## config.mk

```make
export PLATFORM = sky130hd
export DESIGN_NAME = pcg_top
export DESIGN_NICKNAME = d
export VERILOG_FILES = /design/src/core/pcg_pkg.sv /design/src/core/pcg_div.sv /design/src/core/pcg_irq.sv /design/src/core/pcg_top.sv
export SDC_FILE = /design/constraint.sdc
export NUM_CORES = 1
export LEC_CHECK = 0
export BUFFER_PORTS_ARGS = -buffer_cell sky130_fd_sc_hd__buf_2
export CAP_MARGIN = 20
export CELL_PAD_IN_SITES_DETAIL_PLACEMENT = 2
export CELL_PAD_IN_SITES_GLOBAL_PLACEMENT = 2
export CORE_UTILIZATION = 28
export CTS_BUF_LIST = sky130_fd_sc_hd__clkbuf_4 sky130_fd_sc_hd__clkbuf_8 sky130_fd_sc_hd__clkbuf_16
export CTS_CLUSTER_DIAMETER = 200
export DETAILED_ROUTE_END_ITERATION = 8
export PLACE_DENSITY = 0.73
export REMOVE_ABC_BUFFERS = 1
export SYNTH_ARGS = -nofsm -noshare
export SYNTH_HDL_FRONTEND = slang
export SYNTH_SLANG_ARGS = --single-unit
```

## constraint.sdc

```tcl
create_clock -name sys_clk -period 2.45 [get_ports sys_clk]
set_clock_uncertainty 0.2 [all_clocks]
set_input_delay 0.49 -clock sys_clk [delete_from_list [all_inputs] [get_ports sys_clk]]
set_output_delay 0.49 -clock sys_clk [all_outputs]
set_load 0.01 [all_outputs]
```

## src/core/pcg_pkg.sv

```systemverilog
/*
  Constants for the upper peripheral clock gating block: register byte
  addresses, field positions, reset values, the protection key and the
  interrupt event layout.
  Assumes a 32-bit AHB-Lite register bus with word-aligned registers.
*/
package pcg_pkg;

  // ----------------------------------------------------------------------
  // Register byte addresses
  // ----------------------------------------------------------------------
  localparam logic [31:0] PCG_ADDR_PROT_MODE   = 32'h400E_06E4;
  localparam logic [31:0] PCG_ADDR_PROT_STATUS = 32'h400E_06E8;
  localparam logic [31:0] PCG_ADDR_UPPER_EN    = 32'h400E_0700;
  localparam logic [31:0] PCG_ADDR_UPPER_DIS   = 32'h400E_0704;
  localparam logic [31:0] PCG_ADDR_UPPER_STATE = 32'h400E_0708;
  localparam logic [31:0] PCG_ADDR_PERIPH_CTRL = 32'h400E_070C;
  localparam logic [31:0] PCG_ADDR_IRQ_STATUS  = 32'h400E_0710;
  localparam logic [31:0] PCG_ADDR_IRQ_ENABLE  = 32'h400E_0714;
  localparam logic [31:0] PCG_ADDR_IRQ_CLEAR   = 32'h400E_0718;

  // ----------------------------------------------------------------------
  // Field layout
  // ----------------------------------------------------------------------
  localparam int          PCG_KEY_LSB     = 8;
  localparam int          PCG_KEY_W       = 24;
  localparam logic [23:0] PCG_PROT_KEY    = 24'h50_4D43;
  localparam int          PCG_PEN_BIT     = 0;
  localparam int          PCG_VFLAG_BIT   = 0;
  localparam int          PCG_VSRC_LSB    = 8;
  localparam int          PCG_VSRC_W      = 16;
  localparam int          PCG_UPPER_BASE  = 32;
  localparam int          PCG_UPPER_N     = 13;
  localparam int          PCG_SEL_LSB     = 0;
  localparam int          PCG_SEL_W       = 6;
  localparam int          PCG_CMD_BIT     = 12;
  localparam int          PCG_DIV_LSB     = 16;
  localparam int          PCG_DIV_W       = 2;
  localparam int          PCG_EN_BIT      = 28;
  localparam logic [5:0]  PCG_SEL_MIN     = 6'h02;
  localparam int          PCG_NUM_PERIPH  = 64;

  // ----------------------------------------------------------------------
  // Divider codes and reset values
  // ----------------------------------------------------------------------
  localparam logic [1:0]  PCG_DIV_1       = 2'h0;
  localparam logic [1:0]  PCG_DIV_2       = 2'h1;
  localparam logic [1:0]  PCG_DIV_4       = 2'h2;
  localparam logic [63:0] PCG_GATE_RST    = 64'h0000_0000_0000_0000;
  localparam logic [31:0] PCG_WORD_ZERO   = 32'h0000_0000;

  // ----------------------------------------------------------------------
  // Interrupt events
  // ----------------------------------------------------------------------
  localparam int          PCG_EV_N        = 3;
  localparam int          PCG_EV_VIOL     = 0;
  localparam int          PCG_EV_DIV_BAD  = 1;
  localparam int          PCG_EV_DIV_LIVE = 2;

  // ----------------------------------------------------------------------
  // Bus slave states
  // ----------------------------------------------------------------------
  typedef enum logic [1:0]
  {
    PCG_ST_IDLE = 2'b00,
    PCG_ST_WR   = 2'b01,
    PCG_ST_RDW  = 2'b10,
    PCG_ST_RDD  = 2'b11
  } pcg_bus_e;

endpackage : pcg_pkg

```

## src/core/pcg_div.sv

```systemverilog
/*
  Clock-enable divider for one peripheral: master clock, half or quarter
  rate, as a one-cycle enable pulse.
  Assumes the divider code is stable while the gate is on.
*/
`timescale 1ns/10ps
module pcg_div
  import pcg_pkg::*;
(
  // Clock and reset
  input  wire logic       sys_clk,
  input  wire logic       rst_b,
  // Control
  input  wire logic       run,
  input  wire logic [1:0] div,
  // Enable pulse
  output logic            tick_r
);

  logic [1:0] cnt_r;
  wire  [1:0] mask = (div == PCG_DIV_4) ? 2'h3 : ((div == PCG_DIV_2) ? 2'h1 : 2'h0);
  wire        hit  = run && ((cnt_r & mask) == 2'h0);

  always_ff @(posedge sys_clk or negedge rst_b)
  begin
    if (!rst_b)
    begin
      cnt_r  <= 2'h0;
      tick_r <= 1'b0;
    end
    else
    begin
      cnt_r  <= run ? cnt_r + 2'h1 : 2'h0;
      tick_r <= hit;
    end
  end

endmodule : pcg_div

```

## src/core/pcg_irq.sv

```systemverilog
/*
  Sticky event status, enable mask and write-only clear, folded onto one
  level interrupt output.
  Assumes event and clear strobes are one-cycle pulses on sys_clk.
*/
`timescale 1ns/10ps
module pcg_irq
  import pcg_pkg::*;
#(
  parameter int N = PCG_EV_N
)
(
  // Clock and reset
  input  wire logic         sys_clk,
  input  wire logic         rst_b,
  // Events and software access
  input  wire logic [N-1:0] event_set,
  input  wire logic         enable_we,
  input  wire logic         clear_we,
  input  wire logic [N-1:0] wdata,
  // State
  output logic [N-1:0]      status_r,
  output logic [N-1:0]      enable_r,
  output logic              irq_r
);

  // A new event wins over a clear in the same cycle.
  wire [N-1:0] status_nxt = event_set | (status_r & ~(clear_we ? wdata : {N{1'b0}}));
  wire [N-1:0] enable_nxt = enable_we ? wdata : enable_r;

  always_ff @(posedge sys_clk or negedge rst_b)
  begin
    if (!rst_b)
    begin
      status_r <= '0;
      enable_r <= '0;
      irq_r    <= 1'b0;
    end
    else
    begin
      status_r <= status_nxt;
      enable_r <= enable_nxt;
      irq_r    <= |(status_nxt & enable_nxt);
    end
  end

endmodule : pcg_irq

```

## src/core/pcg_top.sv

```systemverilog
/*
  Upper peripheral clock gating with write protection, reached over an
  AHB-Lite slave port. Holds the gate state of peripherals 2 to 44, the
  upper enable/disable/state registers, the per-peripheral control
  register, the dividers of the two CAN controllers and the protection
  mode and violation status registers.
  Assumes a single AHB-Lite master and hready looped back from hreadyout.
*/
// Local design decision: the AHB-Lite register port.
// Function
// - A protection violation sets a sticky flag, kept until the status register is read.
// - With the flag set, the source field holds the offset of the blocked register.
// - Reading the protection status returns it, then clears flag and source.
// - Upper enable and disable registers are written only while protection is off.
// - Writing one to upper enable bit n starts peripheral clock 32+n.
// - Writing one to an upper disable bit stops that peripheral clock.
// - Upper state bits read one while the matching clock runs.
// - Enable bits of unimplemented peripherals change nothing.
// - Control register selects peripheral 2 to 63; command one writes, zero reads.
// - Divider code 0, 1, 2 gives master clock, half, quarter.
// - Only the two CAN controllers accept a divided clock.
// - Control register enable bit starts or stops the selected clock.
// - Protection enable changes only with the right key; the key reads zero.
`timescale 1ns/10ps
module pcg_top
  import pcg_pkg::*;
#(
  parameter logic [63:0] IMPL_MASK = 64'h0000_1FFF_FFFF_FFFC,
  parameter logic [5:0]  CAN_CONTROLLER_ZERO_ID   = 6'h2B,
  parameter logic [5:0]  CAN_CONTROLLER_ONE_ID   = 6'h2C
)
(
  // Clock and reset
  input  wire logic        sys_clk,
  input  wire logic        rst_b,
  // AHB-Lite slave
  input  wire logic        hsel,
  input  wire logic [31:0] haddr,
  input  wire logic [1:0]  htrans,
  input  wire logic        hwrite,
  input  wire logic [2:0]  hsize,
  input  wire logic [31:0] hwdata,
  input  wire logic        hready,
  output logic [31:0]      hrdata,
  output logic             hreadyout,
  output logic             hresp,
  // Clock gates and divided enables
  output logic [63:0]      periph_clk_on,
  output logic [1:0]       can_clk_tick,
  // Interrupt
  output logic             irq
);

  // ----------------------------------------------------------------------
  // Decode helpers
  // ----------------------------------------------------------------------
  function automatic logic is_reg(input logic [31:0] a, input logic [31:0] r);
    is_reg = (a == r);
  endfunction : is_reg

  function automatic logic [63:0] onehot(input logic [5:0] id);
    onehot = 64'h0000_0000_0000_0001 << id;
  endfunction : onehot

  // ----------------------------------------------------------------------
  // Bus slave state
  // ----------------------------------------------------------------------
  pcg_bus_e    state_r;
  pcg_bus_e    state_nxt;
  logic [31:0] addr_r;
  logic [31:0] hrdata_r;
  logic        hreadyout_r;
  logic        hresp_r;

  // Every read takes one wait state so that a write in the cycle before is
  // already visible, and read-to-clear acts once per completed read.
  wire ap_take = hsel && htrans[1] && hready;

  always_comb
  begin
    state_nxt = state_r;
    case (state_r)
      PCG_ST_IDLE,
      PCG_ST_WR,
      PCG_ST_RDD:
      begin
        if (ap_take)
          state_nxt = hwrite ? PCG_ST_WR : PCG_ST_RDW;
        else
          state_nxt = PCG_ST_IDLE;
      end
      PCG_ST_RDW:
        state_nxt = PCG_ST_RDD;
      default:
        state_nxt = PCG_ST_IDLE;
    endcase
  end

  wire wr_fire = (state_r == PCG_ST_WR);
  wire rd_load = (state_r == PCG_ST_RDW);

  // ----------------------------------------------------------------------
  // Register decode
  // ----------------------------------------------------------------------
  wire sel_mode  = is_reg(addr_r, PCG_ADDR_PROT_MODE);
  wire sel_stat  = is_reg(addr_r, PCG_ADDR_PROT_STATUS);
  wire sel_uen   = is_reg(addr_r, PCG_ADDR_UPPER_EN);
  wire sel_udis  = is_reg(addr_r, PCG_ADDR_UPPER_DIS);
  wire sel_ustat = is_reg(addr_r, PCG_ADDR_UPPER_STATE);
  wire sel_pctl  = is_reg(addr_r, PCG_ADDR_PERIPH_CTRL);
  wire sel_ists  = is_reg(addr_r, PCG_ADDR_IRQ_STATUS);
  wire sel_ien   = is_reg(addr_r, PCG_ADDR_IRQ_ENABLE);
  wire sel_iclr  = is_reg(addr_r, PCG_ADDR_IRQ_CLEAR);

  // ----------------------------------------------------------------------
  // Write protection
  // ----------------------------------------------------------------------
  logic                  prot_en_r;
  logic                  vflag_r;
  logic [PCG_VSRC_W-1:0] vsrc_r;

  wire key_ok     = (hwdata[PCG_KEY_LSB +: PCG_KEY_W] == PCG_PROT_KEY);
  wire mode_we    = wr_fire && sel_mode && key_ok;
  wire prot_hit   = wr_fire && (sel_uen || sel_udis);
  wire violation  = prot_hit && prot_en_r;
  wire upper_ok   = prot_hit && !prot_en_r;
  wire stat_clear = rd_load && sel_stat;

  wire                  prot_en_nxt = mode_we ? hwdata[PCG_PEN_BIT] : prot_en_r;
  // A violation in the cycle of the clearing read wins and stays visible.
  wire                  vflag_nxt   = violation | (vflag_r & ~stat_clear);
  wire [PCG_VSRC_W-1:0] vsrc_nxt    = violation  ? addr_r[PCG_VSRC_W-1:0] :
                                      stat_clear ? '0 : vsrc_r;

  // ----------------------------------------------------------------------
  // Upper enable and disable
  // ----------------------------------------------------------------------
  wire [63:0] wd_upper = {{(64-PCG_UPPER_BASE-PCG_UPPER_N){1'b0}},
                          hwdata[PCG_UPPER_N-1:0],
                          {PCG_UPPER_BASE{1'b0}}};
  wire [63:0] set_up   = (upper_ok && sel_uen)  ? wd_upper : '0;
  wire [63:0] clr_up   = (upper_ok && sel_udis) ? wd_upper : '0;

  // ----------------------------------------------------------------------
  // Peripheral control register
  // ----------------------------------------------------------------------
  logic [PCG_SEL_W-1:0] psel_r;
  logic [63:0]          gate_r;
  logic [1:0]           div_r [2];

  wire                 pctl_we  = wr_fire && sel_pctl;
  wire [PCG_SEL_W-1:0] wr_sel   = hwdata[PCG_SEL_LSB +: PCG_SEL_W];
  wire                 wr_cmd   = hwdata[PCG_CMD_BIT];
  wire [1:0]           wr_div   = hwdata[PCG_DIV_LSB +: PCG_DIV_W];
  wire                 wr_en    = hwdata[PCG_EN_BIT];
  wire                 sel_ok   = (wr_sel >= PCG_SEL_MIN);
  wire                 pctl_act = pctl_we && wr_cmd && sel_ok;
  wire                 is_can_controller_zero  = (wr_sel == CAN_CONTROLLER_ZERO_ID);
  wire                 is_can_controller_one  = (wr_sel == CAN_CONTROLLER_ONE_ID);
  wire                 div_code = (wr_div != 2'h3);
  wire [63:0]          sel_hot  = onehot(wr_sel);

  // A non-zero divider for a peripheral without a divider is dropped.
  wire div_bad  = pctl_act && !(is_can_controller_zero || is_can_controller_one)
                  && (wr_div != PCG_DIV_1);
  wire can_controller_zero_we  = pctl_act && is_can_controller_zero && div_code;
  wire can_controller_one_we  = pctl_act && is_can_controller_one && div_code;
  // Changing a divider under a running clock breaks the peripheral; it is
  // applied anyway but flagged so that the fault can be traced.
  wire div_live = (can_controller_zero_we && gate_r[CAN_CONTROLLER_ZERO_ID] && (wr_div != div_r[0]))
               || (can_controller_one_we && gate_r[CAN_CONTROLLER_ONE_ID] && (wr_div != div_r[1]));

  wire [63:0] set_pc = (pctl_act &&  wr_en) ? sel_hot : '0;
  wire [63:0] clr_pc = (pctl_act && !wr_en) ? sel_hot : '0;

  // Unimplemented identifiers never change state.
  wire [63:0] gate_nxt = ((gate_r | set_up | set_pc) & ~(clr_up | clr_pc))
                         & IMPL_MASK;

  wire [PCG_SEL_W-1:0] psel_nxt = pctl_we ? wr_sel : psel_r;
  wire [1:0]           div0_nxt = can_controller_zero_we ? wr_div : div_r[0];
  wire [1:0]           div1_nxt = can_controller_one_we ? wr_div : div_r[1];

  // ----------------------------------------------------------------------
  // Interrupts
  // ----------------------------------------------------------------------
  logic [PCG_EV_N-1:0] ists_r;
  logic [PCG_EV_N-1:0] ien_r;
  logic                irq_r;
  wire  [PCG_EV_N-1:0] ev_set;

  assign ev_set[PCG_EV_VIOL]     = violation;
  assign ev_set[PCG_EV_DIV_BAD]  = div_bad;
  assign ev_set[PCG_EV_DIV_LIVE] = div_live;

  pcg_irq #(
    .N (PCG_EV_N)
  ) u_irq (
    .sys_clk   (sys_clk),
    .rst_b     (rst_b),
    .event_set (ev_set),
    .enable_we (wr_fire && sel_ien),
    .clear_we  (wr_fire && sel_iclr),
    .wdata     (hwdata[PCG_EV_N-1:0]),
    .status_r  (ists_r),
    .enable_r  (ien_r),
    .irq_r     (irq_r)
  );

  // ----------------------------------------------------------------------
  // Divided clock enables of the two CAN controllers
  // ----------------------------------------------------------------------
  logic [1:0] tick;
  wire  [5:0] can_id [2];
  assign can_id[0] = CAN_CONTROLLER_ZERO_ID;
  assign can_id[1] = CAN_CONTROLLER_ONE_ID;

  genvar gi;
  generate
    for (gi = 0; gi < 2; gi++)
    begin : g_can
      pcg_div u_div (
        .sys_clk (sys_clk),
        .rst_b   (rst_b),
        .run     (gate_r[can_id[gi]]),
        .div     (div_r[gi]),
        .tick_r  (tick[gi])
      );
    end
  endgenerate

  // ----------------------------------------------------------------------
  // Read data
  // ----------------------------------------------------------------------
  wire [1:0] sel_div = (psel_r == CAN_CONTROLLER_ZERO_ID) ? div_r[0] :
                       (psel_r == CAN_CONTROLLER_ONE_ID) ? div_r[1] : PCG_DIV_1;

  wire [31:0] rd_mode  = {{(32-1){1'b0}}, prot_en_r};
  wire [31:0] rd_stat  = {8'h00, vsrc_r, 7'h00, vflag_r};
  wire [31:0] rd_ustat = {{(32-PCG_UPPER_N){1'b0}},
                          gate_r[PCG_UPPER_BASE +: PCG_UPPER_N]};
  wire [31:0] rd_pctl  = {3'h0, gate_r[psel_r], 10'h000, sel_div,
                          10'h000, psel_r};
  wire [31:0] rd_ists  = {{(32-PCG_EV_N){1'b0}}, ists_r};
  wire [31:0] rd_ien   = {{(32-PCG_EV_N){1'b0}}, ien_r};

  wire [31:0] rd_mux = sel_mode  ? rd_mode  :
                       sel_stat  ? rd_stat  :
                       sel_ustat ? rd_ustat :
                       sel_pctl  ? rd_pctl  :
                       sel_ists  ? rd_ists  :
                       sel_ien   ? rd_ien   : PCG_WORD_ZERO;

  // ----------------------------------------------------------------------
  // State registers
  // ----------------------------------------------------------------------
  always_ff @(posedge sys_clk or negedge rst_b)
  begin
    if (!rst_b)
    begin
      state_r     <= PCG_ST_IDLE;
      addr_r      <= PCG_WORD_ZERO;
      hrdata_r    <= PCG_WORD_ZERO;
      hreadyout_r <= 1'b1;
      hresp_r     <= 1'b0;
    end
    else
    begin
      state_r     <= state_nxt;
      addr_r      <= ap_take ? haddr : addr_r;
      hrdata_r    <= rd_load ? rd_mux : hrdata_r;
      hreadyout_r <= (state_nxt != PCG_ST_RDW);
      hresp_r     <= 1'b0;
    end
  end

  always_ff @(posedge sys_clk or negedge rst_b)
  begin
    if (!rst_b)
    begin
      prot_en_r <= 1'b0;
      vflag_r   <= 1'b0;
      vsrc_r    <= '0;
      gate_r    <= PCG_GATE_RST;
      psel_r    <= '0;
      div_r[0]  <= PCG_DIV_1;
      div_r[1]  <= PCG_DIV_1;
    end
    else
    begin
      prot_en_r <= prot_en_nxt;
      vflag_r   <= vflag_nxt;
      vsrc_r    <= vsrc_nxt;
      gate_r    <= gate_nxt;
      psel_r    <= psel_nxt;
      div_r[0]  <= div0_nxt;
      div_r[1]  <= div1_nxt;
    end
  end

  // ----------------------------------------------------------------------
  // Outputs
  // ----------------------------------------------------------------------
  assign hrdata        = hrdata_r;
  assign hreadyout     = hreadyout_r;
  assign hresp         = hresp_r;
  assign periph_clk_on = gate_r;
  assign can_clk_tick  = tick;
  assign irq           = irq_r;

endmodule : pcg_top

```

==> summary.txt, run 1 <==
CTS
  • Clock buffer count from CTS: 17
  • CTS tree: done
  • H-tree depth: 4
  • Clock-pin slew on the worst setup and hold paths: around 0.060 ns
  • CTS sink cnt: roughly 140
  • Clock Root Buffer: clkbuf_16
  • Clock Latency Late Sink: about 0.43 ns
  • CTS Buffer Depth: 2

Timing
  • Final-report hold violation count: 0
  • RSZ-0062 raised after global routing: true
  • Final slew viol count: 0
  • Setup slack after layout: -0.208 ns
  • Fmax: around 380 MHz
  • Normalized max-slew margin: between 60% and 70%
  • Minimum clock period: ~2.7 ns
  • Tightest Pin Transition: between 0.5 and 0.6 ns
  • Fin crit share: 108%
  • Setup Viol. Count Final: 72

Setup path
  • CP Capture Type: flop
  • Reg2reg path depth: 7
  • Critical Path Start Type: flop
  • Req. time, crit path: about 2.6 ns
  • WP data arrival: ~2.8 ns
  • Crit-path max FO: 16
  • Setup Crit Path Kind: flop to flop

Power and ir drop
  • Net Sw Frac: 25.8%
  • Peak VDD IR: 0.000259 V
  • NetSw: about 1.6 mW
  • Power Density: about 650 mW/mm^2
  • Overall power: around 6.3 mW
  • Leak pwr: roughly 4.6 nW
  • Clock share of power: about 45%
  • Logic pwr share: 13.0%
  • Reg power frac: around two fifths
  • Int Pwr: approximately 4.6 mW

Yosys
  • Synth Area per Inst: roughly 11 um^2
  • Sequential fraction of the synthesis area: 49.5%
  • Top_reg_cell synth: dfrtp_1
  • Mapped Area: approximately 0.0073 mm^2
  • Synthesized instance count: between 600 and 700
  • Yosys cell types: 71
  • Synth top area share: 49.1%
  • Dominant cells by area after synthesis: dfrtp_1, mux2_2, nand2_1, buf_4, mux4_2
  • Yosys top cell by area: dfrtp_1
  • Ys Warns: 0
  • Cell with the most instances after synthesis: dfrtp_1
  • Synth top cells by count: dfrtp_1, nand2_1, mux2_2, buf_4, nor2_1
  • Asr flop ratio synth: between 90% and 100%
  • Post-synth EDFFs: 0
  • Post-synthesis register bit count: around 140

Routing
  • Vias per inst: between 5 and 6
  • Via count: roughly 6,000
  • First-pass DRT Iterations: 4
  • ANT nets after route: 0
  • Final wirelength: ~26,000 um
  • DRC: 0
  • DR iter-0 viols: ~240
  • WL per Instance: 21.2 um

Min path
  • Hold path depth: 2
  • Worst hold path class: input port to flop

Layout
  • Post-route cell area: ~0.0096 mm^2
  • Fillers: 2,742
  • Area Overhead vs Synth: 32.0%
  • Layout cells sized above 1: 43.7%
  • Ant diodes: 0
  • Final nets: around 940

Floorplanning
  • Core ar.: 0.0253 mm^2
  • Row Count: 58
  • Height of the die: 163 um
  • Die area: 0.0267 mm^2
  • Chip width: between 150 and 200 um
  • Initial core utilization: 28.8%
  • Io pins: approximately 180

Place
  • Detailed Place HPWL: 18,600 um
  • Port bufs: ~140
  • Routability Congestion: around 0.8
  • Placed cell areas: 0.00883 mm^2

GRT
  • Number of global-route vias before repair: about 6,700
  • Tot GR Track Use: between 10% and 20%
  • Largest net degree at the start of global routing: 51
  • Antenna violations before repair: 1
  • Total grt overflow: 0
  • First-pass GRT wire length: slightly below 40,000 um

Status
  • Run status: finished, violations left
  • Failing checks: negative setup slack

Flow run
  • Max-cap check violation count: 0
worst max-delay path: stages, from the launching register on:
cell     delay [ns]
dfrtp_1        0.39
nor4_2         0.34
nand4_1        0.22
or4_4          0.58
nor4_4         0.20
buf_12         0.19
nand4_1        0.12
mux2_2         0.29
per-stage QoR:
step	setup slack [ns]	utilization (%)	TNS [ns]	cells	hold slack, ns
2_1_floorplan	-0.412	-	-17.24	605	-0.00559
3_3_place_gp	-0.263	34.8	-9.41	1166	0.257
3_5_place_dp	-0.378	34.8	-14.18	1166	0.263
4_1_cts	-0.221	37.9	-7.96	1202	0.0384
5_1_grt	-0.345	38.0	-18.79	1202	0.0606
6_report	-0.208	38.0	-7.53	1202	0.0721
flip-flops by register name, indices dropped and copies added (netlist names):
| register | count |
|---|---|
| addr_r | 32 |
| div_r | 4 |
| g_can.u_div.cnt_r | 4 |
| g_can.u_div.tick_r | 2 |
| hrdata | 25 |
| hreadyout | 1 |
| periph_clk_on | 43 |
| prot_en_r | 1 |
| psel_r | 6 |
| state_r | 2 |
| u_irq.enable_r | 3 |
| u_irq.irq_r | 1 |
| u_irq.status_r | 3 |
| vflag_r | 1 |
| vsrc_r | 16 |
area by class of cell:
class | count | area [um^2] | area share (%)
clock buffers | 21 | 468 | 4.86
clock inverters | 11 | 161 | 1.68
inverters | 17 | 63.8 | 0.663
multi-input cells | 444 | 3390 | 35.3
flip-flops and latches | 144 | 3600 | 37.5
well taps | 330 | 413 | 4.29
repair buffers | 235 | 1520 | 15.8
power groups by stage:
stage	clock network (mW)	registers [mW]	logic, mW
2_1_floorplan	0	2.64	0.313
3_3_place_gp	0	2.63	0.749
6_report	2.84	2.61	0.812
5_1_grt	2.99	2.63	0.885
4_1_cts	2.91	2.61	0.820
3_5_place_dp	0	2.64	0.779
cell usage in the layout, fill, tap and decap left out, types with 11 or more instances in the layout:
cell and n:
buf_4 84, mux4_2 11, a221oi_1 13, and3_1 14
buf_2 140, inv_1 16, dfrtp_1 143, mux2_4 13
a21oi_1 17, mux2_2 60, conb_1 29, nor2_1 29
nand4_1 16, nand2_1 78, o21ai_0 11, clkbuf_16 17
kinds of logic after synthesis:
logic type	count (synthesis)	synth area share [%]
buffers and inverters	88	7.23
adders and majority gates	2	0.343
and+or+nand+nor	220	16.5
xor gates and xnor gates	4	0.481
other	1	0.0514
AOI/OAI and AO/OA	101	10.2
DFF	144	49.5
muxes	88	15.7
routing by layer:
layer	track usage [%]	vias up	part of all wire [%]
met3	4.29	33	4.2
met5	0	-	0.051
li1	-	2714	-
met2	33.5	141	50
met1	25.0	3133	44
met4	7.05	2	1.8
timing repair:
action | 4_1_cts | 5_1_grt
setup endpoints to repair | 96 | 98
pin swaps | 3 | 4
hold endpoints to repair | 46 | 0
cloned | 0 | 0
hold buffers | 1 | 0
setup buffers | 3 | 0
resized for setup | 22 | 7
final timing paths:
kind | startpoint | end | slack (ns)
max in group asynchronous | rst_b | periph_clk_on[32] | 0.92
setup reg to reg | addr_r[14] | periph_clk_on[30] | -0.21
min in group asynchronous | rst_b | vsrc_r[11] | 0.38
hold / removal | hwdata[7] | periph_clk_on[39] | 0.07
setup / recovery | addr_r[14] | periph_clk_on[30] | -0.21
hold reg to reg | g_can[1].u_div.cnt_r[0] | g_can[1].u_div.cnt_r[0] | 0.28
Power figures use the tool's default switching activity.
==> run 2, diff against run 1 <==
- PLACE_DENSITY: 0.73 -> 0.74
- SYNTH_HIERARCHICAL: not set -> 1
==> run 2 against run 1 <==
Effect of this change: the flow still finishes with violations (negative setup slack); maximum frequency down 1.4%; sequential cell count unchanged; first-iteration DRC count up 46%; die area up 1.9%; via count rose by 14%; synthesized cell count increased by 6.8%; critical endpoint is now u_irq/irq_r; sequential power is essentially flat.
==> summary.txt, run 2 <==
Layout
  • Area of the multi-input gates: between 0.004 and 0.005 mm^2
  • Layout cells sized above 1: between 40% and 50%
  • Commonest non-fill, non-tap cell in the layout: dfrtp_1
  • Area Overhead vs Synth: 46.3%
  • Register area: between 0.003 and 0.004 mm^2
  • Fillers: between 2,000 and 3,000
  • Ant diodes: 0
  • Max reg flops: 43
  • Most frequent cells in the layout: dfrtp_1, buf_2, buf_4
  • Final nets: 1,014

CTS
  • Clock-pin slew on the worst setup and hold paths: 0.06 ns
  • Clock Root Buffer: clkbuf_16
  • Clock buffer count from CTS: 17
  • CTS Buffer Depth: 2
  • CTS tree: done
  • Clock Latency Late Sink: 0.43 ns
  • CTS sink cnt: around 140
  • H-tree depth: 4

Floorplanning
  • Core ar.: 0.0261 mm^2
  • Chip width: roughly 160 um
  • Die area: 0.0272 mm^2
  • Initial core utilization: 28.5%
  • Height of the die: ~160 um
  • Io pins: 175
  • Row Count: between 50 and 60

Yosys
  • Yosys top cell by area: dfrtp_1
  • Synth top cells by count: dfrtp_1, nand2_1, mux2_2, nor4_1, clkbuf_1
  • Synth top area share: between 40% and 50%
  • Asr flop ratio synth: 100%
  • Mapped Area: 0.00743 mm^2
  • Cell with the most instances after synthesis: dfrtp_1
  • Synth Area per Inst: between 10 and 15 um^2
  • Synthesized instance count: 692
  • Post-synth EDFFs: 0
  • Ys Warns: 6
  • Post-synthesis register bit count: between 100 and 150
  • Top_reg_cell synth: dfrtp_1
  • Yosys cell types: between 60 and 70
  • Sequential fraction of the synthesis area: approximately half
  • Dominant cells by area after synthesis: dfrtp_1, mux2_2, nor4_1, nand2_1, buf_4

GRT
  • GR Util met3: 3.74%
  • Global routing usage on met2: about a third
  • Largest net degree at the start of global routing: 48
  • Antenna violations before repair: 0
  • First-pass GRT wire length: approximately 41,000 um
  • GRT busiest layer: met2
  • Tot GR Track Use: 20.4%
  • GR Util met1: about a quarter
  • Total grt overflow: 0
  • Number of global-route vias before repair: approximately 7,000

Routing
  • WL per Instance: 25.9 um
  • First-pass DRT Iterations: 4
  • ANT nets after route: 0
  • Final wirelength: about 33,000 um
  • DR iter-0 viols: between 300 and 400
  • Via count: 6,895
  • Vias per inst: between 5 and 6
  • DRC: 0

Timing
  • WHS: around 0.093 ns
  • Final-report hold violation count: 0
  • Tightest Pin Transition: ~0.52 ns
  • Setup Viol. Count Final: 48
  • Final setup TNS: -5.97 ns
  • Setup slack after layout: -0.247 ns
  • Minimum clock period: between 2 and 3 ns
  • Normalized max-slew margin: around two thirds
  • Fmax: about 370 MHz
  • Fin crit share: 110%
  • RSZ-0062 raised after global routing: true
  • Final slew viol count: 0

Setup path
  • CP Capture Type: flop
  • Setup Crit Path Kind: flop to flop
  • Req. time, crit path: around 2.6 ns
  • Crit-path max FO: 3
  • Reg2reg path depth: 8
  • Reg2reg start: addr_r[26]
  • R2r setup slk: -0.25 ns
  • Crit. Startpoint: addr_r[26]
  • Critical Path Start Type: flop
  • Worst path max stage delay: about 0.38 ns
  • Bufs and invs on worst path: 1
  • Top delay family on crit path: simple AND/OR/NAND/NOR gates
  • Slowest CP cell: dfrtp_1
  • Crit Reg-Reg Endpoint: u_irq/irq_r
  • Crit path cell chain: nor4_2 -> nand4_1 -> or2_4 -> nor4_1 -> buf_4 -> a21boi_0 -> o21a_1 -> a221o_1
  • WP data arrival: about 2.8 ns

Power and ir drop
  • Peak VDD IR: slightly below 0.0004 V
  • Power Density: roughly 540 mW/mm^2
  • Leak pwr: between 5 and 6 nW

Flow run
  • Max-cap check violation count: 0

Min path
  • Hold path depth: 2
  • Hold Path Sink: addr_r[7]
  • Worst hold path class: input port to flop
  • Hold Crit Start: haddr[7]

Place
  • Detailed Place HPWL: 19,500 um
  • Routability Congestion: between 0.8 and 0.9
  • Pre-CTS WS: -0.461 ns
  • Port bufs: about 140

Status
  • Failing checks: negative setup slack
  • Run status: finished, violations left
run 2: cell types whose count changed after synthesis, moves of 7 or more:
cell      change
nor2_1        -7
a31oi_1       +9
nand2_1       -8
and3_1       -14
nand3_1      +22
nor4_1       +32
and2_1       +10
a221oi_1     -11
clkbuf_1     +13
mux2_4        -8
o21a_1        -9
a21oi_1       +7
run 2: power breakdown:
group          switching [mW]  total (mW)  internal (mW)
logic                   0.558       0.929          0.372
clock network            1.05        2.39           1.34
registers              0.0928        2.59           2.50
total                    1.70        5.91           4.21
run 2: cell families (layout without fill, tap and decap cells):
kind of cell	count (synthesis)	count (layout)	share of synthesized area [%]
AO/OA/AOI/OAI	104	104	9.65
buffers and inverters	85	312	6.18
AND/OR/NAND/NOR	259	259	19.6
other	1	29	0.0505
adder cells (fa/ha/maj)	2	2	0.337
multiplexers	91	91	14.9
XOR/XNOR	6	6	0.707
flip-flops	144	144	48.5
run 2: worst max path at each step:
stage | endpoint | slack [ns] | depth (start not counted)
final | u_irq/irq_r | -0.25 | 8
after global routing | u_irq/irq_r | -0.43 | 8
after CTS | u_irq/irq_r | -0.21 | 8
after detailed placement | u_irq/irq_r | -0.46 | 8
after global placement | u_irq/irq_r | -0.43 | 8
after floorplan | u_irq/irq_r | -0.65 | 7
run 2: worst register-to-register path: stages (launching register included):
cell and delay (ns):
dfrtp_1 0.38, nor4_2 0.31, nand4_1 0.25, or2_4 0.32, nor4_1 0.33, buf_4 0.20
a21boi_0 0.13, o21a_1 0.21, a221o_1 0.25
run 2: layout make-up:
type,instances,area share [%]
well taps,335,3.86
multi-input cells,491,39.6
clock buffers,21,4.31
clock inverters,7,0.380
repair buffers,273,18.3
flip-flops and latches,144,33.2
inverters,11,0.380
run 2: timing repair:
action                                 CTS  global route
pin swaps                                5            42
hold buffers                             1             0
gates cloned                             0             8
setup endpoints to repair               60            81
resized for setup                       35           136
setup buffers                            2            31
endpoints found under the hold margin   42             0
run 2: per-stage QoR:
stage / cells / power (mW) / area, um^2 / utilization [%]
floorplan: 646 / 2.94 / 7120 / -
global placement: 1214 / 3.38 / 9000 / 34.5
detailed placement: 1214 / 3.41 / 9000 / 34.5
CTS: 1244 / 5.82 / 9730 / 37.3
global route: 1282 / 6.10 / 10900 / 41.7
finish: 1282 / 5.91 / 10900 / 41.7
run 2: layer usage:
metal	part of all wire (%)	routed length [um]
met1	41	13700
met2	52	17200
met3	4.0	1310
met4	3.0	986
met5	0	0
